$ cat config.mk
export PLATFORM = sky130hd
export DESIGN_NAME = sar_adc_ctl
export DESIGN_NICKNAME = d
export VERILOG_FILES = /design/src/logic/adc_ctl_pkg.sv /design/src/logic/sar_adc_ctl.sv
export VERILOG_INCLUDE_DIRS = /design/src /design/src/logic
export SDC_FILE = /design/constraint.sdc
export NUM_CORES = 1
export LEC_CHECK = 0
export ABC_AREA = 1
export CAP_MARGIN = 10
export CORE_UTILIZATION = 65
export CTS_CLUSTER_DIAMETER = 30
export DETAILED_ROUTE_END_ITERATION = 12
export DONT_BUFFER_PORTS = 1
export GPL_ROUTABILITY_DRIVEN = 0
export PLACE_DENSITY = 0.81
export SYNTH_ARGS = -nofsm -noshare
export SYNTH_HDL_FRONTEND = slang
export SYNTH_SLANG_ARGS = --single-unit
$ cat constraint.sdc
create_clock -name clk -period 4 [get_ports clk]
set_clock_uncertainty 0.05 [all_clocks]
set_input_delay 0.8 -clock clk [delete_from_list [all_inputs] [get_ports clk]]
set_output_delay 0.8 -clock clk [all_outputs]
set_load 0.01 [all_outputs]
$ cat src/logic/adc_ctl_params.svh
// Register map, field positions, reset values and timing counts
// ============================================================
// Behaviour
// - Successive approximation to 12-bit result
// - Reserved channel still converts, result undefined
// - Unimplemented channel numbers are reserved
// - Continuous long-sample conversion within 40 ticks
// - Clock from selected source, then divided
// - Single 10-bit: 23 ticks plus 5 cycles
// - Compare adds result to negated compare value
// - Greater select: flag when result >= value
// - Less select: flag when result < value
// - Met compare stores difference in results
// - Failed compare: no flag, results unchanged
// - Interrupt when flag sets with enable
// - Compare works in wait, and in stop3 on the async clock only, wakes core
// - Running conversion finishes in wait mode, except on the alternate clock, which is held off
// - Wait mode accepts trigger and continuous starts
// - Bus, half bus, async clocks usable in wait
`ifndef ADC_CTL_PARAMS_SVH
`define ADC_CTL_PARAMS_SVH

// ============================================================
// Register byte offsets
`define REG_CTRL 8'h00
`define REG_CLKCFG 8'h04
`define REG_CHAN 8'h08
`define REG_STATUS 8'h0c
`define REG_RESULT_HIGH 8'h10
`define REG_RESULT_LOW 8'h14
`define REG_COMPARE_HIGH 8'h18
`define REG_COMPARE_LOW 8'h1c
`define REG_INT_STATUS 8'h20
`define REG_INT_MASK 8'h24

// ============================================================
// Field positions
`define CTRL_CMP_EN 0
`define CTRL_CMP_GT 1
`define CTRL_CONV_INTERRUPT_ENABLE 2
`define CTRL_CONT 3
`define CTRL_LSMP 4
`define CTRL_MODE_LO 5
`define CTRL_HWTRG 7
`define INT_DONE 0
`define INT_WAKE 1

// ============================================================
// Reset values
`define CTRL_RESET 8'h00
`define CLKCFG_RESET 4'h0
`define CHAN_RESET 5'h00
`define INT_MASK_RESET 2'h0

// ============================================================
// Timing counts
`define OVERHEAD_BUS_CYC 5'h05
`define SAMPLE_SHORT_TICKS 5'h0c
`define SAMPLE_LONG_TICKS 5'h1a
`define CONT_LIMIT_TICKS 6'h28
`define SINGLE_TEN_BIT_AGE 6'h1b

`endif

$ cat src/logic/adc_ctl_pkg.sv
// Types shared by the converter control logic
package adc_ctl_pkg;
   typedef enum logic [1:0] {
      SRC_BUS = 2'h0,
      SRC_HALF = 2'h1,
      SRC_ALT = 2'h2,
      SRC_ASYNC = 2'h3
   } clk_src_e;

   typedef enum logic [1:0] {
      MODE_8 = 2'h0,
      MODE_12 = 2'h1,
      MODE_10 = 2'h2,
      MODE_RSV = 2'h3
   } res_mode_e;

   typedef enum logic [4:0] {
      ST_IDLE = 5'b00001,
      ST_OVERHEAD = 5'b00010,
      ST_SAMPLE = 5'b00100,
      ST_CONVERT = 5'b01000,
      ST_FINISH = 5'b10000
   } conv_state_e;
endpackage

$ cat src/logic/sar_adc_ctl.sv
// Successive-approximation converter control with APB registers
`timescale 1ns/1ns
`include "adc_ctl_params.svh"

module sar_adc_ctl #(
   parameter int CHANNELS = 16
) (
   input wire logic clk, // Bus clock, 100 MHz
   input wire logic srst, // Synchronous reset, active high
   input wire logic psel, // APB select
   input wire logic penable, // APB access phase
   input wire logic pwrite, // APB direction
   input wire logic [7:0] paddr, // APB byte address
   input wire logic [31:0] pwdata, // APB write data
   output logic [31:0] prdata, // APB read data
   output logic pready, // APB ready
   output logic pslverr, // APB error on unmapped address
   input wire logic alternateClock, // Alternate clock, foreign domain
   input wire logic asyncConvClock, // Dedicated async clock
   input wire logic hwTrigger, // Hardware start, foreign domain
   input wire logic waitMode, // Core in wait mode, same clock
   input wire logic stop3Mode, // Core in stop3 mode, same clock
   input wire logic cmpHigh, // Front end: sample >= dacCode
   output logic [11:0] dacCode, // Trial code to front end
   output logic [4:0] chanSel, // Channel to multiplexer
   output logic [1:0] resMode, // Result width to front end
   output logic sampling, // Front end tracks input
   output logic irq, // Level interrupt
   output logic wakeReq // Wake request in low-power modes
);

   // ============================================================
   // Parameter check
   if (CHANNELS < 1 || CHANNELS > 32) begin : g_bad_channels
      $error("CHANNELS must lie between 1 and 32");
   end

   // ============================================================
   // Registers and state
   logic [7:0] ctrl_r;
   logic [3:0] clkCfg_r;
   logic [4:0] chan_r;
   logic [3:0] cmpValHigh_r;
   logic [7:0] cmpValLow_r;
   logic [3:0] resultHigh_r;
   logic [7:0] resultLow_r;
   logic [1:0] intStatus_r;
   logic [1:0] intMask_r;
   logic conversion_complete_flag_r;
   logic [31:0] rdData_r;
   logic slvErr_r;
   adc_ctl_pkg::conv_state_e state_r;
   logic [4:0] phaseCnt_r;
   logic [11:0] bitMask_r;
   logic [11:0] trial_r;
   logic halfTog_r;
   logic [2:0] divCnt_r;
   logic [2:0] altSync_r;
   logic [2:0] asyncSync_r;
   logic [2:0] trigSync_r;

   // Decoded controls
   logic cmpEn, cmpGt, conv_interrupt_enable, contEn, longSmp, hwTrgEn;
   adc_ctl_pkg::clk_src_e srcSel;
   adc_ctl_pkg::res_mode_e mode;
   logic setupPh, accessPh, wrAcc, rdAcc, mapped;
   logic chanWrite, resLowRead, trigEdge, startReq;
   logic srcTick, divTick, doneNow, cocoSet, lowPower;
   logic [2:0] divMax;
   logic [11:0] resMask, msbMask, cmpVal, decided;
   logic [12:0] diff;
   logic cmpOk;
   logic [4:0] sampleTicks;

   assign cmpEn = ctrl_r[`CTRL_CMP_EN];
   assign cmpGt = ctrl_r[`CTRL_CMP_GT];
   assign conv_interrupt_enable = ctrl_r[`CTRL_CONV_INTERRUPT_ENABLE];
   assign contEn = ctrl_r[`CTRL_CONT];
   assign longSmp = ctrl_r[`CTRL_LSMP];
   assign hwTrgEn = ctrl_r[`CTRL_HWTRG];
   assign srcSel = adc_ctl_pkg::clk_src_e'(clkCfg_r[1:0]);
   assign mode = adc_ctl_pkg::res_mode_e'(ctrl_r[`CTRL_MODE_LO +: 2]);
   assign lowPower = waitMode | stop3Mode;

   // ============================================================
   // APB slave: read data captured in setup, write data in access, zero wait states
   assign setupPh = psel & ~penable;
   assign accessPh = psel & penable;
   assign wrAcc = accessPh & pwrite & ~slvErr_r;
   assign rdAcc = accessPh & ~pwrite & ~slvErr_r;
   assign pready = accessPh;
   assign prdata = rdData_r;
   assign pslverr = slvErr_r & accessPh;
   assign chanWrite = wrAcc & (paddr == `REG_CHAN);
   assign resLowRead = rdAcc & (paddr == `REG_RESULT_LOW);

   // Address decode for the error answer
   always_comb begin
      unique case (paddr)
         `REG_CTRL, `REG_CLKCFG, `REG_CHAN, `REG_STATUS,
         `REG_RESULT_HIGH, `REG_RESULT_LOW, `REG_COMPARE_HIGH,
         `REG_COMPARE_LOW, `REG_INT_STATUS, `REG_INT_MASK: mapped = 1'b1;
         default: mapped = 1'b0;
      endcase
   end

   // Read data and error flag latched in the setup cycle
   always_ff @(posedge clk) begin
      if (srst) begin
         rdData_r <= 32'h0;
         slvErr_r <= 1'b0;
      end else if (setupPh) begin
         slvErr_r <= ~mapped;
         unique case (paddr)
            `REG_CTRL: rdData_r <= {24'h0, ctrl_r};
            `REG_CLKCFG: rdData_r <= {28'h0, clkCfg_r};
            `REG_CHAN: rdData_r <= {27'h0, chan_r};
            `REG_STATUS: rdData_r <= {29'h0,
               (32'(chan_r) >= CHANNELS),
               state_r != adc_ctl_pkg::ST_IDLE, conversion_complete_flag_r};
            `REG_RESULT_HIGH: rdData_r <= {28'h0, resultHigh_r};
            `REG_RESULT_LOW: rdData_r <= {24'h0, resultLow_r};
            `REG_COMPARE_HIGH: rdData_r <= {28'h0, cmpValHigh_r};
            `REG_COMPARE_LOW: rdData_r <= {24'h0, cmpValLow_r};
            `REG_INT_STATUS: rdData_r <= {30'h0, intStatus_r};
            `REG_INT_MASK: rdData_r <= {30'h0, intMask_r};
            default: rdData_r <= 32'h0;
         endcase
      end
   end

   // Software-written configuration
   always_ff @(posedge clk) begin
      if (srst) begin
         ctrl_r <= `CTRL_RESET;
         clkCfg_r <= `CLKCFG_RESET;
         chan_r <= `CHAN_RESET;
         cmpValHigh_r <= 4'h0;
         cmpValLow_r <= 8'h00;
         intMask_r <= `INT_MASK_RESET;
      end else if (wrAcc) begin
         unique case (paddr)
            `REG_CTRL: ctrl_r <= pwdata[7:0];
            `REG_CLKCFG: clkCfg_r <= pwdata[3:0];
            `REG_CHAN: chan_r <= pwdata[4:0];
            `REG_COMPARE_HIGH: cmpValHigh_r <= pwdata[3:0];
            `REG_COMPARE_LOW: cmpValLow_r <= pwdata[7:0];
            `REG_INT_MASK: intMask_r <= pwdata[1:0];
            default: ;
         endcase
      end
   end

   // ============================================================
   // Clock sources; foreign inputs pass two flops before use
   always_ff @(posedge clk) begin
      if (srst) begin
         altSync_r <= 3'h0;
         asyncSync_r <= 3'h0;
         trigSync_r <= 3'h0;
         halfTog_r <= 1'b0;
      end else begin
         altSync_r <= {altSync_r[1:0], alternateClock};
         asyncSync_r <= {asyncSync_r[1:0], asyncConvClock};
         trigSync_r <= {trigSync_r[1:0], hwTrigger};
         halfTog_r <= ~halfTog_r;
      end
   end

   assign trigEdge = trigSync_r[1] & ~trigSync_r[2];

   // Source select; in wait the alternate clock is held off
   always_comb begin
      unique case (srcSel)
         adc_ctl_pkg::SRC_BUS: srcTick = ~stop3Mode;
         adc_ctl_pkg::SRC_HALF: srcTick = halfTog_r & ~stop3Mode;
         adc_ctl_pkg::SRC_ALT:
            srcTick = altSync_r[1] & ~altSync_r[2] & ~lowPower;
         adc_ctl_pkg::SRC_ASYNC:
            srcTick = asyncSync_r[1] & ~asyncSync_r[2];
      endcase
   end

   // Divider ratio 1, 2, 4 or 8
   always_comb begin
      unique case (clkCfg_r[3:2])
         2'h0: divMax = 3'h0;
         2'h1: divMax = 3'h1;
         2'h2: divMax = 3'h3;
         2'h3: divMax = 3'h7;
      endcase
   end

   assign divTick = srcTick & (divCnt_r == divMax);

   // Divider counter advances on source ticks only
   always_ff @(posedge clk) begin
      if (srst) begin
         divCnt_r <= 3'h0;
      end else if (srcTick) begin
         divCnt_r <= divTick ? 3'h0 : divCnt_r + 3'h1;
      end
   end

   // ============================================================
   // Conversion sequencer
   // With hardware trigger off, a channel write restarts even a running conversion; triggers
   // are taken whatever the power mode, so wait mode never blocks them
   assign startReq = hwTrgEn ? (trigEdge & (state_r ==
      adc_ctl_pkg::ST_IDLE)) : chanWrite;
   assign sampleTicks = longSmp ? `SAMPLE_LONG_TICKS
      : `SAMPLE_SHORT_TICKS;
   assign decided = cmpHigh ? trial_r : (trial_r & ~bitMask_r);

   // Width-dependent masks
   always_comb begin
      unique case (mode)
         adc_ctl_pkg::MODE_8: begin
            resMask = 12'h0ff;
            msbMask = 12'h080;
         end
         adc_ctl_pkg::MODE_10: begin
            resMask = 12'h3ff;
            msbMask = 12'h200;
         end
         default: begin
            resMask = 12'hfff;
            msbMask = 12'h800;
         end
      endcase
   end

   // State walk; wait mode has no branch here, so work runs on
   always_ff @(posedge clk) begin
      if (srst) begin
         state_r <= adc_ctl_pkg::ST_IDLE;
         phaseCnt_r <= 5'h00;
         bitMask_r <= 12'h000;
         trial_r <= 12'h000;
      end else if (startReq) begin
         state_r <= adc_ctl_pkg::ST_OVERHEAD;
         phaseCnt_r <= `OVERHEAD_BUS_CYC - 5'h01;
      end else begin
         unique case (state_r)
            adc_ctl_pkg::ST_IDLE: ;
            adc_ctl_pkg::ST_OVERHEAD: begin
               if (phaseCnt_r == 5'h00) begin
                  state_r <= adc_ctl_pkg::ST_SAMPLE;
                  phaseCnt_r <= sampleTicks - 5'h01;
               end else begin
                  phaseCnt_r <= phaseCnt_r - 5'h01;
               end
            end
            adc_ctl_pkg::ST_SAMPLE: begin
               if (divTick && phaseCnt_r == 5'h00) begin
                  state_r <= adc_ctl_pkg::ST_CONVERT;
                  bitMask_r <= msbMask;
                  trial_r <= msbMask;
               end else if (divTick) begin
                  phaseCnt_r <= phaseCnt_r - 5'h01;
               end
            end
            adc_ctl_pkg::ST_CONVERT: begin
               if (divTick) begin
                  trial_r <= decided | (bitMask_r >> 1);
                  bitMask_r <= bitMask_r >> 1;
                  if (bitMask_r[0]) begin
                     state_r <= adc_ctl_pkg::ST_FINISH;
                  end
               end
            end
            adc_ctl_pkg::ST_FINISH: begin
               if (divTick && contEn) begin
                  state_r <= adc_ctl_pkg::ST_SAMPLE;
                  phaseCnt_r <= sampleTicks - 5'h01;
               end else if (divTick) begin
                  state_r <= adc_ctl_pkg::ST_IDLE;
               end
            end
         endcase
      end
   end

   // ============================================================
   // Completion and compare
   assign doneNow = (state_r == adc_ctl_pkg::ST_FINISH) & divTick;
   assign cmpVal = {cmpValHigh_r, cmpValLow_r} & resMask;
   assign diff = {1'b0, trial_r} + {1'b0, ~cmpVal} + 13'h0001;
   assign cmpOk = cmpGt ? diff[12] : ~diff[12];
   assign cocoSet = doneNow & (~cmpEn | cmpOk);

   // Result transfer only when the flag is set
   always_ff @(posedge clk) begin
      if (srst) begin
         resultHigh_r <= 4'h0;
         resultLow_r <= 8'h00;
      end else if (cocoSet && cmpEn) begin
         {resultHigh_r, resultLow_r} <= diff[11:0] & resMask;
      end else if (cocoSet) begin
         {resultHigh_r, resultLow_r} <= trial_r;
      end
   end

   // Flag clears on channel write or low result read; set wins
   always_ff @(posedge clk) begin
      if (srst) begin
         conversion_complete_flag_r <= 1'b0;
      end else if (cocoSet) begin
         conversion_complete_flag_r <= 1'b1;
      end else if (chanWrite || resLowRead) begin
         conversion_complete_flag_r <= 1'b0;
      end
   end

   // ============================================================
   // Interrupt status, write one to clear, set wins
   always_ff @(posedge clk) begin
      if (srst) begin
         intStatus_r <= 2'h0;
      end else begin
         for (int i = 0; i < 2; i++) begin
            if ((i == `INT_DONE && cocoSet && conv_interrupt_enable) ||
                (i == `INT_WAKE && cocoSet && cmpEn && lowPower))
               intStatus_r[i] <= 1'b1;
            else if (wrAcc && paddr == `REG_INT_STATUS && pwdata[i])
               intStatus_r[i] <= 1'b0;
         end
      end
   end

   assign irq = |(intStatus_r & intMask_r);
   assign wakeReq = irq & lowPower;

   // Front-end drive
   assign dacCode = trial_r;
   assign chanSel = chan_r;
   assign resMode = ctrl_r[`CTRL_MODE_LO +: 2];
   assign sampling = (state_r == adc_ctl_pkg::ST_SAMPLE);

   // ============================================================
   // Checks; helper counters measure conversion length
   logic [5:0] startAge_r;
   logic [5:0] contAge_r;
   logic firstRun_r;

   always_ff @(posedge clk) begin
      if (srst) begin
         startAge_r <= 6'h00;
         contAge_r <= 6'h00;
         firstRun_r <= 1'b0;
      end else begin
         startAge_r <= startReq ? 6'h00
            : (startAge_r == 6'h3f ? startAge_r : startAge_r + 6'h01);
         if (doneNow || startReq)
            contAge_r <= 6'h00;
         else if (divTick && contAge_r != 6'h3f)
            contAge_r <= contAge_r + 6'h01;
         if (startReq)
            firstRun_r <= 1'b1;
         else if (doneNow)
            firstRun_r <= 1'b0;
      end
   end
endmodule

# == Word level (Yosys, flattened, before mapping) ==
# Index checks and enable logic that the tools add are counted.
# word_totals
memories,0
register_bits,126
out_inout_bits,56
in_bits,51
latchBits,0
mem_bits_rw,0
mem_bits_ro,0
# op_classes
n_eq_ne,39
mul,0
mux,40
add_sub_neg,5
n_shift,0
reduce_logical,37
n_div,0
n_lt_le_gt_ge,1
bitwise,41
# op_table
cell,count
12-bit one-hot mux with 2 select lines,4
8-bit one-hot mux with 10 select lines,1
5-bit two-way mux,11
12-bit two-way mux,4
12-bit bitwise AND,3
8-bit by 5-bit == test with 1-bit output (second input constant),4
12-bit NOT,2
5-bit one-hot mux with 4 select lines,1
1-bit bitwise AND,19
3-bit != test (second input constant),6
8-bit by 4-bit == test with 1-bit output (second input constant),2
8-bit by 6-bit == test with 1-bit output (second input constant),2
8-bit two-way mux,2
5-bit one-hot mux with 3 select lines,1
12-bit by 12-bit adder with 13-bit output,1
13-bit by 1-bit adder with 13-bit output (second input constant),1
1-bit NOT,13
12-bit by 11-bit bitwise OR with 12-bit output,1
3-bit one-hot mux with 4 select lines,1
2-bit AND reduction,6
4-bit AND reduction,3
6-bit AND reduction,2
2-bit == test (second input constant),5
2-bit != test (second input constant),5
other kinds (33),63

# == Longest topological paths before layout ==
# Gate-level depths: netlist (run 1).
# logic_depth
ltp_word,13
mapped_depth,18

# == Worst setup path before layout (run 1) ==
# OpenSTA, ideal clock, no wires.
# synth_timing
path_kind,register to register
start,"register trial_r[0], in the netlist dacCode[0]"
end,register resultHigh_r[0]
arrival_time_ns,2.124
slack_ns,1.710
stages_incl_launch_ff,15
setup_time_ns,0.116
cell_sequence,dfxtp_1 > inv_1 > ha_1 > fa_1 > inv_1 > nand3_1 > nand2_1 > nand3b_1 > nand3_1 > nand2_1 > nand3_1 > nand2_1 > buf_4 > o21ai_0 > nor2_1
# synth_between
elab_chain_len,8
word_cells_on_any_way,10
classes_between,add/sub: 2; mux: 2; bitwise: 4; reduce/logical: 2
# synth_lines
element,line_no,text
"start, declared",sar_adc_ctl.sv:55,logic [11:0] trial_r;
"start signal, assigned",sar_adc_ctl.sv:258,trial_r <= msbMask;
"start signal, assigned",sar_adc_ctl.sv:265,trial_r <= decided | (bitMask_r >> 1);
12-bit by 12-bit adder with 13-bit output *,sar_adc_ctl.sv:288,"assign diff = {1'b0, trial_r} + {1'b0, ~cmpVal} + 13'h0001;"
13-bit by 1-bit adder with 13-bit output *,sar_adc_ctl.sv:288,
1-bit NOT,sar_adc_ctl.sv:289,assign cmpOk = cmpGt ? diff[12] : ~diff[12];
1-bit two-way mux,sar_adc_ctl.sv:289,
1-bit bitwise OR,sar_adc_ctl.sv:290,assign cocoSet = doneNow & (~cmpEn | cmpOk);
1-bit bitwise AND,sar_adc_ctl.sv:290,
1-bit logical AND,sar_adc_ctl.sv:297,end else if (cocoSet && cmpEn) begin
4-bit two-way mux or 2-bit nonzero test (tied branches),-,
"end signal, assigned",sar_adc_ctl.sv:298,"{resultHigh_r, resultLow_r} <= diff[11:0] & resMask;"
"end signal, assigned",sar_adc_ctl.sv:300,"{resultHigh_r, resultLow_r} <= trial_r;"
"end, declared",sar_adc_ctl.sv:45,logic [3:0] resultHigh_r;
# Every way passes the cells marked *; elsewhere a longest branch is shown, timed or not.
# A chain may end at the register's enable or synchronous reset.

# == Final worst setup path (run 1) ==
# layout_timing
start,register ctrl_r[5]
end,register resultLow_r[0]
# layout_between
elab_chain_len,12
word_cells_on_any_way,14
classes_between,add/sub: 2; eq/ne: 1; mux: 3; bitwise: 5; reduce/logical: 3
# layout_lines
element,line_no,text
"start, declared",sar_adc_ctl.sv:40,logic [7:0] ctrl_r;
"start signal, assigned",sar_adc_ctl.sv:135,ctrl_r <= `CTRL_RESET;
"start signal, assigned",sar_adc_ctl.sv:143,`REG_CTRL: ctrl_r <= pwdata[7:0];
2-bit == test or 2-bit zero test (tied branches),sar_adc_ctl.sv:217,unique case (mode)
12-bit one-hot mux with 2 select lines *,sar_adc_ctl.sv:217,
12-bit bitwise AND *,sar_adc_ctl.sv:287,"assign cmpVal = {cmpValHigh_r, cmpValLow_r} & resMask;"
12-bit NOT *,sar_adc_ctl.sv:288,
12-bit by 12-bit adder with 13-bit output *,sar_adc_ctl.sv:288,
13-bit by 1-bit adder with 13-bit output *,sar_adc_ctl.sv:288,
1-bit NOT,sar_adc_ctl.sv:289,
1-bit two-way mux *,sar_adc_ctl.sv:289,
1-bit bitwise OR *,sar_adc_ctl.sv:290,
1-bit bitwise AND *,sar_adc_ctl.sv:290,
1-bit logical AND,sar_adc_ctl.sv:297,
8-bit two-way mux or 2-bit nonzero test (tied branches),-,
"end signal, assigned",sar_adc_ctl.sv:298,
"end signal, assigned",sar_adc_ctl.sv:300,
"end, declared",sar_adc_ctl.sv:46,logic [7:0] resultLow_r;
# Marks and branches as above.

==> summary.md, run 1 <==
| Metric | Value |
|---|---|
| Filler Cells Inserted | between 700 and 800 |
| Ordered cell list for the critical path | nor2_1 > inv_1 > nand2_1 > ha_1 > nand2_1 > nand2_1 > a21oi_1 > nand3_1 > nand2_1 > nand3_1 > nand2_1 > inv_2 > o21ai_0 > nor2_1 |
| Buffer type at the clock tree root | sky130_fd_sc_hd__clkbuf_8 |
| Area occupied by multi-input gates | 0.003113 mm² |
| Clock edge transition at the registers on the reported setup and hold paths | 0.12 ns |
| Max Cap Violations | 0 |
| GR Layer Usage met1 | 43.03% |
| Register area | slightly above 0.002 mm² |
| Highest clock frequency the design can meet | roughly 0.31 GHz |
| Insertion delay to the later sink of the worst-skew pair | between 0.3 and 0.4 ns |
| Library cells used by synthesis | 39 |
| Total clock buffers created by CTS | 9 |
| Proportion of netlist area held by the largest area contributor | about a third |
| Status | complete, no violations |
| Area contributors post-synth | sky130_fd_sc_hd__dfxtp_1 (35%), sky130_fd_sc_hd__nand2_1 (13%), sky130_fd_sc_hd__a21oi_1 (8.2%), sky130_fd_sc_hd__inv_1 (7.7%), sky130_fd_sc_hd__o21ai_0 (6.1%) |
| Leading cell type by number of instances after synthesis | sky130_fd_sc_hd__nand2_1 |
| Synthesis-to-finish area growth | 1.941% |
| Post_cts resized | 0 |
| Worst setup slack before clock tree synthesis | slightly above 0.9 ns |
| Die Wd | 97.01 µm |
| Arrival time of the worst setup path | 3.43 ns |
| Total core area | just under 0.009 mm² |
| Largest area contributor in the synthesized netlist | sky130_fd_sc_hd__dfxtp_1 |
| DRC violation count after routing | 0 |
| Most used routing layer | met2 |
| Effective utilization at floorplan | between 60% and 70% |
| Proportion of register bits with asynchronous set or reset after synthesis | 0% |
| Setup repair after global routing missed its margin | no |
| Largest net degree at the start of global routing | 53 |
| Warning count from the yosys run | 0 |
| Violation count after the first detailed-routing iteration | ~460 |
| Total of hold buffers inserted after clock tree synthesis | 0 |
| Number of clock sinks | about 100 |
| Number of top-level design ports | around 110 |
| Slowest cell on the critical path | sky130_fd_sc_hd__dfxtp_1 |
| Detailed Route WL | between 15,000 and 20,000 µm |
| Final-stage net count | between 900 and 1,000 |
| Met3 global-route usage | under 10% |
| Kind of end point of the critical path | register |
| Number of instances in the synthesized netlist | just under 900 |
| First-pass iteration count of the detailed router | 6 |
| Vias in the first global route | roughly 5,400 |
| Global-route total usage across every layer | about a third |
| Pins over their slew limit | 0 |
| CP startpoint kind | register |
| Standard-cell rows | 34 |
| Number of storage elements in the synthesis netlist | about 100 |
| Post-synth design cell area | about 0.0059 mm² |
| Critical path required time | between 4 and 5 ns |
| Antenna cells | 0 |
| Number of flops mapped to enable cells by yosys | 0 |
| Maximum cell stage delay along the critical path | roughly 0.65 ns |
| Critical path type | register to register |
| Die extent in y | 97.01 µm |
| Critical path's most frequent cell | sky130_fd_sc_hd__nand2_1 |
| First-pass GRT wire length | between 20,000 and 30,000 µm |
| Slew headroom | about 30% |
| GR Layer Usage met2 | between 50% and 60% |
| Via count of the routed design | approximately 5,800 |
| Leading cell types by count after synthesis | sky130_fd_sc_hd__nand2_1 (207), sky130_fd_sc_hd__inv_1 (120), sky130_fd_sc_hd__dfxtp_1 (102) |
| Prevailing post-synth register cell | sky130_fd_sc_hd__dfxtp_1 |
| CP max FO | 15 |
| Buffers inserted during post-CTS setup optimization | 0 |
| Power density of the placed cells | 293.2 mW/mm² |
| # H-tree levels | 3 |
| Worst min-delay path category | register to register |
| Vias per cell | around 5.8 |
| Port Buffer Count | 0 |
| DPL Wire Length | ~11,000 µm |
| Remaining number of nets flagged by the antenna check after routing | 0 |
| Count of placed standard cells including taps | a little under 1,000 |
| Leak pwr | 2.538 nW |
| Avg Cell Area, Syn | approximately 6.6 µm² |
| Share of post-route cells with drive strength above 1 | approximately 5.4% |
| Setup TNS Final | 0 ns |
| Total Die Area | between 0.009 and 0.01 mm² |
| Ratio of final minimum period to clock period | about four fifths |
| Total grt overflow | 0 |
| Worst Tran Pin Value | 1.055 ns |
| Routed wire per std cell | around 16 µm |
| Total Power Consumption | approximately 0.0018 W |
| Final std cells w/o fill | between 900 and 1,000 |
| Peak supply drop | around 0.19 mV |
| Sequential fraction of the synthesis area | between 30% and 40% |
| Number of failing setup endpoints in the final timing report | 0 |
| Final Hold Violating Endpoints | 0 |
| Time the worst path needs with I/O delays and setup | 3.204 ns |
| Minimum setup slack in the final design | roughly 0.80 ns |
| Buffers from clock root to sink, at most | 2 |
| Number of antenna violations at the first check in global routing | 0 |
| TritonCTS clock tree | yes |
-- final timing paths --
kind	startpoint	to	slack, ns	cells past startpoint
min reg2reg	asyncSync_r[0]	asyncSync_r[1]	0.37	2
min	asyncSync_r[0]	asyncSync_r[1]	0.37	2
max reg2reg	ctrl_r[5]	resultLow_r[0]	0.80	14
max	ctrl_r[5]	resultLow_r[0]	0.80	14
-- area by class of cell --
cell class | count | share of cell area, %
Clock buffer | 9 | 2.071
Clock inverter | 7 | 1.318
Timing Repair Buffer | 1 | 0.1255
Tap cell | 108 | 2.259
Multi-Input combinational cell | 638 | 52.05
Sequential cell | 102 | 34.14
Inverter | 128 | 8.033
-- cell usage in the layout, fill, tap and decap left out, types with 3 or more instances in the layout --
master / instances
sky130_fd_sc_hd__xnor2_1: 3
sky130_fd_sc_hd__clkbuf_8: 9
sky130_fd_sc_hd__inv_1: 120
sky130_fd_sc_hd__nand3_1: 52
sky130_fd_sc_hd__nor2_1: 94
sky130_fd_sc_hd__nand3b_1: 5
sky130_fd_sc_hd__ha_1: 14
sky130_fd_sc_hd__xor2_1: 4
sky130_fd_sc_hd__a21oi_1: 96
sky130_fd_sc_hd__nor2_2: 4
sky130_fd_sc_hd__o21ai_0: 72
sky130_fd_sc_hd__nor2_4: 3
sky130_fd_sc_hd__o221ai_1: 5
sky130_fd_sc_hd__nand3_2: 5
sky130_fd_sc_hd__conb_1: 24
sky130_fd_sc_hd__o22ai_1: 8
sky130_fd_sc_hd__nand4_1: 11
sky130_fd_sc_hd__dfxtp_1: 102
sky130_fd_sc_hd__or2_2: 3
sky130_fd_sc_hd__nor3_1: 9
sky130_fd_sc_hd__nand2_1: 207
sky130_fd_sc_hd__inv_2: 8
-- state kept, by name, summed over array words and instances (netlist names), 3 cells and up --
name,count
bitMask_r,12
dacCode,12
cmpValLow_r,8
ctrl_r,8
prdata,8
resultLow_r,8
chanSel,5
phaseCnt_r,5
state_r,5
clkCfg_r,4
cmpValHigh_r,4
resultHigh_r,4
altSync_r,3
asyncSync_r,3
divCnt_r,3
trigSync_r,3
-- power by group --
part	internal, W	total, W	switching (W)
sequential	0.00102	0.00102	0.00000336
combinational	0.0000150	0.0000677	0.0000527
clock	0.000246	0.000661	0.000415
total	0.00128	0.00175	0.000471
-- worst max-delay path, delay by kind of cell, from the launching register on --
family | cells | cell delay (ns)
buf+inv | 2 | 0.33
simple gates | 9 | 1.29
flops | 1 | 0.65
fa+ha+maj | 1 | 0.34
compound gates | 2 | 0.45
-- metal layers --
| layer | wire length [µm] | part of all wire (%) | vias to the layer above |
|---|---|---|---|
| li1 | - | - | 2796 |
| met5 | 0 | 0 | - |
| met2 | 7198 | 47 | 311 |
| met4 | 542 | 3.5 | 0 |
| met3 | 1436 | 9.3 | 48 |
| met1 | 6242 | 40 | 2635 |
-- logic make-up after synthesis --
logic type / after synthesis / synth area share (%)
buffers and inverters: 178 / 13.61
other: 1 / 0.06392
AO/OA/AOI/OAI: 191 / 17.13
multiplexers: 1 / 0.1706
flip-flops: 102 / 34.80
adder cells (fa/ha/maj): 15 / 3.327
AND/OR/NAND/NOR: 400 / 29.86
XOR/XNOR: 7 / 1.045
-- through the flow --
stage               instance area, µm²  hold WS, ns  utilization, %
floorplan                         5953       0.3383               -
global route                      5981       0.3923           68.58
global placement                  5778       0.3404           66.26
CTS                               5981       0.3724           68.58
detailed placement                5778       0.3569           66.26
finish                            5981       0.3703           68.58
Note: power is estimated with default switching activity, not from simulation.
==> run 2: changes to the inputs <==
--- a/config.mk
+++ b/config.mk
@@ -8,12 +8,12 @@
 export LEC_CHECK = 0
 export ABC_AREA = 1
 export CAP_MARGIN = 10
-export CORE_UTILIZATION = 65
+export CORE_UTILIZATION = 58
 export CTS_CLUSTER_DIAMETER = 30
 export DETAILED_ROUTE_END_ITERATION = 12
 export DONT_BUFFER_PORTS = 1
 export GPL_ROUTABILITY_DRIVEN = 0
-export PLACE_DENSITY = 0.81
+export PLACE_DENSITY = 0.76
 export SYNTH_ARGS = -nofsm -noshare
 export SYNTH_HDL_FRONTEND = slang
 export SYNTH_SLANG_ARGS = --single-unit
==> constraint.sdc (replaced) <==
create_clock -name clk -period 2.9 [get_ports clk]
set_clock_uncertainty 0.05 [all_clocks]
set_input_delay 0.58 -clock clk [delete_from_list [all_inputs] [get_ports clk]]
set_output_delay 0.58 -clock clk [all_outputs]
set_load 0.01 [all_outputs]
==> summary.md, run 2 (synthesis gave the netlist of run 1 again) <==
| Metric | Value |
|---|---|
| Violation count after the first detailed-routing iteration | 451 (-1.1%) |
| Largest net degree at the start of global routing | 53 (unchanged) |
| Time the worst path needs with I/O delays and setup | 2.632 ns (-0.5721 ns) |
| Vias in the first global route | 5,150 (-4.0%) |
| Final-stage net count | 959 (+1.4%) |
| Post-Layout Inst Area | 0.006112 mm² (+2.2%) |
| Detailed Route WL | 15,850 µm (+2.8%) |
| Number of gates on the worst path with buffers counted | 14 (unchanged) |
| Antenna cells | 0 (unchanged) |
| Total core area | 0.009774 mm² (+12%) |
| TritonCTS clock tree | yes |
| # H-tree levels | 3 (unchanged) |
| Area occupied by multi-input gates | 0.003115 mm² (about the same) |
| End point of the critical path | resultLow_r[4] |
| Ordered cell list for the critical path | inv_1 > ha_1 > fa_1 > inv_1 > nand3_1 > nand2_1 > nand3b_1 > nand3_1 > nand2_1 > nand3_1 > nand2_2 > buf_4 > o21ai_0 > a21oi_1 |
| Total grt overflow | 0 (unchanged) |
| Setup repair after global routing missed its margin | no |
| Total clock buffers created by CTS | 9 (unchanged) |
| Setup slack of the worst register-to-register path | 0.27 ns (-0.53 ns) |
| Vias per cell | 5.578 (-4.3%) |
| Leak pwr | 2.616 nW (+3.1%) |
| Global-route total usage across every layer | 31.37% (-1.9 points) |
| Status | complete, no violations |
| First-pass GRT wire length | 24,850 µm (-1.8%) |
| Leading cell type in the layout, fill and taps excluded | sky130_fd_sc_hd__nand2_1 |
| Standard-cell rows | 36 (+5.9%) |
| Power density of the placed cells | 405.3 mW/mm² (+38%) |
| Kind of end point of the critical path | register |
| Clock edge transition at the registers on the reported setup and hold paths | 0.11 ns (about the same) |
| Buffers inserted during post-CTS setup optimization | 0 (unchanged) |
| Worst min-delay path category | primary input to register |
| Max Cap Violations | 0 (unchanged) |
| Register area | 0.002042 mm² (unchanged) |
| First-pass iteration count of the detailed router | 5 (-1) |
| Highest clock frequency the design can meet | 0.3800 GHz (+22%) |
| DRC violation count after routing | 0 (unchanged) |
| R2R Path Start | dacCode[0] |
| Port Buffer Count | 0 (unchanged) |
| Peak supply drop | 0.3785 mV (+95%) |
| Setup TNS Final | 0 ns (unchanged) |
| CP startpoint kind | register |
| DPL Wire Length | 11,790 µm (+3.4%) |
| Die extent in y | 102.6 µm (+5.7%) |
| Final Hold Slack | 0.1866 ns (-0.1836 ns) |
| Cell area after placement | 0.005907 mm² (+2.2%) |
| Worst setup path startpoint | dacCode[0] |
| Via count of the routed design | 5,745 (-0.78%) |
| CP max FO | 9 (-6) |
| Buffer type at the clock tree root | sky130_fd_sc_hd__clkbuf_8 |
| Critical path type | register to register |
| Ratio of final minimum period to clock period | 90.74% (+11 points) |
| Worst Tran Pin Value | 0.6482 ns (-0.4064 ns) |
| Effective utilization at floorplan | 60.02% (-7.3 points) |
| Maximum cell stage delay along the critical path | 0.42 ns (-0.23 ns) |
| Slew headroom | 56.73% (+27 points) |
| Critical path's most frequent cell | sky130_fd_sc_hd__nand3_1 |
| Remaining number of nets flagged by the antenna check after routing | 0 (unchanged) |
| Number of top-level design ports | 107 (unchanged) |
| Share of post-route cells with drive strength above 1 | 6.800% (+1.4 points) |
| Number of antenna violations at the first check in global routing | 0 (unchanged) |
| Final Hold Violating Endpoints | 0 (unchanged) |
| Number of buffer and inverter instances along the worst setup path | 3 (+1) |
| Total of hold buffers inserted after clock tree synthesis | 0 (unchanged) |
| Reg2Reg Depth | 14 (unchanged) |
| Number of failing setup endpoints in the final timing report | 0 (unchanged) |
| Filler Cells Inserted | 946 (+21%) |
| Synthesis-to-finish area growth | 4.180% |
| Total Die Area | 0.01052 mm² (+12%) |
| Pins over their slew limit | 0 (unchanged) |
| Arrival time of the worst setup path | 2.87 ns (-0.56 ns) |
| Count of placed standard cells including taps | 1,015 (+3.9%) |
| Die Wd | 102.6 µm (+5.7%) |
| Worst R2R End | resultLow_r[4] |
| Final std cells w/o fill | 1,030 (+3.7%) |
| Routed wire per std cell | 15.39 µm (-0.90%) |
| Slowest cell on the critical path | sky130_fd_sc_hd__fa_1 |
| Cell family contributing the most delay on the critical path | simple AND/OR/NAND/NOR gates |
| Most frequent cells in the layout | sky130_fd_sc_hd__nand2_1 (206), sky130_fd_sc_hd__inv_1 (120), sky130_fd_sc_hd__dfxtp_1 (102) |
| Buffers from clock root to sink, at most | 2 (unchanged) |
| Insertion delay to the later sink of the worst-skew pair | 0.40 ns (about the same) |
| Number of clock sinks | 102 (unchanged) |
| Critical path required time | 3.14 ns (-1.09 ns) |
==> run 2: changes by cell type in the layout (fill, tap and decap cells not counted), sizes merged <==
cell	previous run	this run
bufinv	0	1
clkinvlp	2	0
clkinv	3	1
clkbuf	9	10
inv	130	131
buf	1	14
==> run 2: area by class of cell <==
class,instances,area share [%]
clock inverters,5,1.064
inverters,128,7.861
multi-input cells,638,50.97
flip-flops and latches,102,33.41
repair buffers,14,1.720
clock buffers,10,2.252
well taps,133,2.723
==> run 2: through the flow <==
step / utilization, % / setup slack (ns) / total power (W)
6_report: 62.53 / 0.2684 / 0.002477
2_1_floorplan: - / 0.6103 / 0.001551
3_5_place_dp: 60.43 / 0.1915 / 0.001539
4_1_cts: 62.51 / 0.1794 / 0.002482
5_1_grt: 62.53 / 0.06088 / 0.002548
3_3_place_gp: 60.43 / 0.2912 / 0.001536
==> run 2: worst min-delay path by stage <==
stage	from	to	slack [ns]	cells past startpoint
after floorplan	altSync_r[0]	altSync_r[1]	0.34	2
final	srst	prdata[3]	0.19	1
after global placement	asyncSync_r[0]	asyncSync_r[1]	0.34	2
after detailed placement	asyncSync_r[0]	asyncSync_r[1]	0.35	2
after global routing	srst	prdata[2]	0.17	1
after CTS	srst	prdata[2]	0.17	1
==> run 2: timing repair <==
action | CTS | global route
setup endpoints to repair | 0 | 2
hold endpoints to repair | 0 | 0
gates resized for setup | 0 | 1
==> run 2: metal layers <==
metal	GRT usage (%)	part of all wire [%]	routed length, µm
met4	12.86	2.6	407
met2	48.41	45	7142
met5	0	0	0
met3	8.746	10	1613
met1	41.34	42	6685
==> run 2: power by group <==
part	switching [W]	internal [W]	total, W	leakage, nW
clock	0.000539	0.000429	0.000969	0.104
combinational	0.0000740	0.0000221	0.0000961	1.69
sequential	0.00000415	0.00141	0.00141	0.824
total	0.000618	0.00186	0.00248	2.62
==> run 2: worst register-to-register path, cell delays in order (launching register included) <==
cell	delay [ns]
sky130_fd_sc_hd__dfxtp_1	0.35
sky130_fd_sc_hd__inv_1	0.05
sky130_fd_sc_hd__ha_1	0.22
sky130_fd_sc_hd__fa_1	0.42
sky130_fd_sc_hd__inv_1	0.07
sky130_fd_sc_hd__nand3_1	0.06
sky130_fd_sc_hd__nand2_1	0.18
sky130_fd_sc_hd__nand3b_1	0.14
sky130_fd_sc_hd__nand3_1	0.09
sky130_fd_sc_hd__nand2_1	0.06
sky130_fd_sc_hd__nand3_1	0.17
sky130_fd_sc_hd__nand2_2	0.19
sky130_fd_sc_hd__buf_4	0.20
sky130_fd_sc_hd__o21ai_0	0.23
sky130_fd_sc_hd__a21oi_1	0.06
==> run 3: changes to the inputs <==
--- a/config.mk
+++ b/config.mk
@@ -6,8 +6,7 @@
 export SDC_FILE = /design/constraint.sdc
 export NUM_CORES = 1
 export LEC_CHECK = 0
-export ABC_AREA = 1
-export CAP_MARGIN = 10
+export CAP_MARGIN = 20
 export CORE_UTILIZATION = 58
 export CTS_CLUSTER_DIAMETER = 30
 export DETAILED_ROUTE_END_ITERATION = 12
==> summary.md, run 3 <==
| Metric | Value |
|---|---|
| Leading cell type by number of instances after synthesis | sky130_fd_sc_hd__dfxtp_1 |
| Insertion delay to the later sink of the worst-skew pair | 0.38 ns (-0.02 ns) |
| Highest clock frequency the design can meet | 0.3559 GHz (-6.3%) |
| Total core area | 0.009819 mm² (+0.46%) |
| CP startpoint kind | register |
| Net switching power of the design | 0.0005852 W (-5.2%) |
| Warning count from the yosys run | 0 (unchanged) |
| Vias in the first global route | 4,764 (-7.5%) |
| Worst R2R End | resultLow_r[7] |
| Die Wd | 102.7 µm (+0.13%) |
| Violation count after the first detailed-routing iteration | 378 (-16%) |
| Number of failing setup endpoints in the final timing report | 0 (unchanged) |
| Critical path type | register to register |
| Library cells used by synthesis | 84 (+120%) |
| Switching Fraction | 23.84% (-1.1 points) |
| R2R Path Start | cmpValLow_r[4] |
| CP max FO | 13 (+4) |
| Standard-cell rows | 36 (unchanged) |
| Effective utilization at floorplan | 59.90% (-0.12 points) |
| Peak supply drop | 0.3163 mV (-16%) |
| Leading cell type in the layout, fill and taps excluded | sky130_fd_sc_hd__dfxtp_1 |
| DPL Wire Length | 10,810 µm (-8.3%) |
| Port Buffer Count | 0 (unchanged) |
| Setup TNS Final | 0 ns (unchanged) |
| # H-tree levels | 3 (unchanged) |
| Post-layout utilization of the core | 61.71% (-0.82 points) |
| Detailed Route WL | 14,880 µm (-6.1%) |
| Share of power burned in the clock network | 39.5% (+0.4 points) |
| Antenna cells | 0 (unchanged) |
| Area contributors post-synth | sky130_fd_sc_hd__dfxtp_1 (35%), sky130_fd_sc_hd__mux2i_1 (6.0%), sky130_fd_sc_hd__a21oi_1 (4.8%), sky130_fd_sc_hd__nand2_1 (4.7%), sky130_fd_sc_hd__nor2_1 (4.1%) |
| Count of placed standard cells including taps | 813 (-20%) |
| Combinational power share | 3.1% (-0.8 points) |
| Total of hold buffers inserted after clock tree synthesis | 0 (unchanged) |
| Leak pwr | 2.313 nW (-12%) |
| Number of clock sinks | 102 (unchanged) |
| Ratio of final minimum period to clock period | 96.89% (+6.1 points) |
| Max Cap Violations | 0 (unchanged) |
| Proportion of netlist area held by the largest area contributor | 34.72% (-0.089 points) |
| Slowest cell on the critical path | sky130_fd_sc_hd__or3_4 |
| Worst min-delay path category | primary input to register |
| Buffers from clock root to sink, at most | 2 (unchanged) |
| Status | complete, no violations |
| Maximum cell stage delay along the critical path | 0.48 ns (+0.06 ns) |
| Ordered cell list for the critical path | inv_1 > ha_1 > a21o_1 > or4_4 > o21a_1 > or3_4 > and3_4 > a311oi_2 |
| Sequential group share of total power | 57.4% (+0.4 points) |
| Total Die Area | 0.01055 mm² (+0.25%) |
| Final Hold Violating Endpoints | 0 (unchanged) |
| Worst Tran Pin Value | 0.6652 ns (+0.01703 ns) |
| Clock edge transition at the registers on the reported setup and hold paths | 0.11 ns (about the same) |
| Via count of the routed design | 5,263 (-8.4%) |
| Share of post-route cells with drive strength above 1 | 9.195% (+2.4 points) |
| Leading cell types by count after synthesis | sky130_fd_sc_hd__dfxtp_1 (102), sky130_fd_sc_hd__nand2_1 (74), sky130_fd_sc_hd__nor2_1 (64) |
| End point of the critical path | resultLow_r[7] |
| TritonCTS clock tree | yes |
| Post_cts resized | 0 (unchanged) |
| Kind of end point of the critical path | register |
| Buffer type at the clock tree root | sky130_fd_sc_hd__clkbuf_8 |
| Total clock buffers created by CTS | 9 (unchanged) |
| Pins over their slew limit | 0 (unchanged) |
| Sequential fraction of the synthesis area | 34.72% (-0.089 points) |
| Synthesis-to-finish area growth | 3.021% |
| Vias per cell | 6.349 (+14%) |
| Routed wire per std cell | 17.94 µm (+17%) |
| Final std cells w/o fill | 829 (-20%) |
| Internal cell power | 0.001870 W (+0.54%) |
| First-pass GRT wire length | 23,240 µm (-6.5%) |
| Avg Cell Area, Syn | 8.379 µm² (+28%) |
| Depth of the worst hold-timing path | 1 (unchanged) |
| Final-stage net count | 757 (-21%) |
| Most frequent cells in the layout | sky130_fd_sc_hd__dfxtp_1 (102), sky130_fd_sc_hd__nand2_1 (74), sky130_fd_sc_hd__nor2_1 (64) |
| Largest net degree at the start of global routing | 90 (+70%) |
| Number of storage elements in the synthesis netlist | 102 (unchanged) |
| Number of instances in the synthesized netlist | 702 (-22%) |
| Post-synth design cell area | 0.005882 mm² (+0.26%) |
| Total Power Consumption | 0.002455 W (-0.90%) |
| Power density of the placed cells | 405.1 mW/mm² (about the same) |
| DRC violation count after routing | 0 (unchanged) |
| Die extent in y | 102.7 µm (+0.13%) |
| Critical path required time | 3.14 ns (about the same) |
| Largest area contributor in the synthesized netlist | sky130_fd_sc_hd__dfxtp_1 |
| Number of flops mapped to enable cells by yosys | 0 (unchanged) |
| Global-route total usage across every layer | 28.63% (-2.7 points) |
| Proportion of register bits with asynchronous set or reset after synthesis | 0% (unchanged) |
| First-pass iteration count of the detailed router | 5 (unchanged) |
| Prevailing post-synth register cell | sky130_fd_sc_hd__dfxtp_1 |
| Remaining number of nets flagged by the antenna check after routing | 0 (unchanged) |
| Slew headroom | 55.31% (-1.4 points) |
| Reg2Reg Depth | 8 (-6) |
| Number of top-level design ports | 107 (unchanged) |
| Setup repair after global routing missed its margin | no |
| Number of antenna violations at the first check in global routing | 0 (unchanged) |
| Buffers inserted during post-CTS setup optimization | 0 (unchanged) |
| Final Hold Slack | 0.2201 ns (+0.03348 ns) |
| Setup slack of the worst register-to-register path | 0.09 ns (-0.18 ns) |
| Worst setup path startpoint | cmpValLow_r[4] |
| Arrival time of the worst setup path | 3.05 ns (+0.18 ns) |
| Time the worst path needs with I/O delays and setup | 2.810 ns (+0.1783 ns) |
| Total grt overflow | 0 (unchanged) |
## run 3: changes by cell type in the layout (fill, tap and decap cells not counted), moves of 20 or more
cell,before,now
sky130_fd_sc_hd__nor2_1,94,64
sky130_fd_sc_hd__a21oi_1,96,56
sky130_fd_sc_hd__nand2_1,206,74
sky130_fd_sc_hd__nand3_1,52,32
sky130_fd_sc_hd__inv_1,120,23
sky130_fd_sc_hd__o21ai_0,72,25
sky130_fd_sc_hd__nor2b_1,0,22
sky130_fd_sc_hd__mux2i_1,1,35
## run 3: cell families after synthesis
| logic type | Yosys count | share of synthesized area [%] |
|---|---|---|
| AO/OA/AOI/OAI | 196 | 23.57 |
| other | 1 | 0.06376 |
| buffers and inverters | 87 | 8.721 |
| XOR/XNOR | 6 | 0.8936 |
| AND/OR/NAND/NOR | 258 | 22.38 |
| multiplexers | 37 | 6.339 |
| flip-flops | 102 | 34.72 |
| adder cells (fa/ha/maj) | 15 | 3.318 |
## run 3: worst min-delay path by stage
| stage | from | endpoint | slack [ns] |
|---|---|---|---|
| after floorplan | halfTog_r | halfTog_r | 0.34 |
| after global placement | halfTog_r | halfTog_r | 0.36 |
| after detailed placement | halfTog_r | halfTog_r | 0.36 |
| after CTS | srst | halfTog_r | 0.21 |
| after global routing | srst | divCnt_r[1] | 0.20 |
| final | srst | halfTog_r | 0.22 |
## run 3: layout make-up
type,count,area [µm²]
Fill cell,882,3760
Multi-Input combinational cell,536,3413
Sequential cell,102,2042
Tap cell,133,166.4
Clock buffer,10,137.6
Timing Repair Buffer,18,135.1
Inverter,24,90.09
Clock inverter,6,75.07
## run 3: per-stage QoR
| stage | area (µm²) | setup WS, ns |
|---|---|---|
| 6_report | 6060 | 0.09013 |
| 5_1_grt | 6060 | 0.01398 |
| 4_1_cts | 6060 | 0.1280 |
| 3_5_place_dp | 5847 | 0.1573 |
| 3_3_place_gp | 5847 | 0.2418 |
| 2_1_floorplan | 5968 | 0.3616 |
## run 3: power groups by stage
stage          sequential [W]  clock, W  combinational, W
2_1_floorplan         0.00144         0          0.000113
3_3_place_gp          0.00144         0         0.0000732
3_5_place_dp          0.00144         0         0.0000741
4_1_cts               0.00141  0.000978         0.0000744
5_1_grt               0.00141   0.00104         0.0000838
6_report              0.00141  0.000969         0.0000761
## run 3: layer usage
layer / up-vias / track usage, % / wire length (µm)
met5: - / 0 / 0
met4: 0 / 12.75 / 395
met3: 38 / 5.559 / 1208
met2: 232 / 46.92 / 7085
met1: 2513 / 36.54 / 6187
li1: 2480 / - / -
## run 3: worst max-delay path, delay by kind of cell (launching register included)
family | cells | cell delay, ns
AOI/OAI and AO/OA | 3 | 0.65
adders and majority gates | 1 | 0.35
buffers and inverters | 1 | 0.08
DFF | 1 | 0.38
and+or+nand+nor | 3 | 1.20
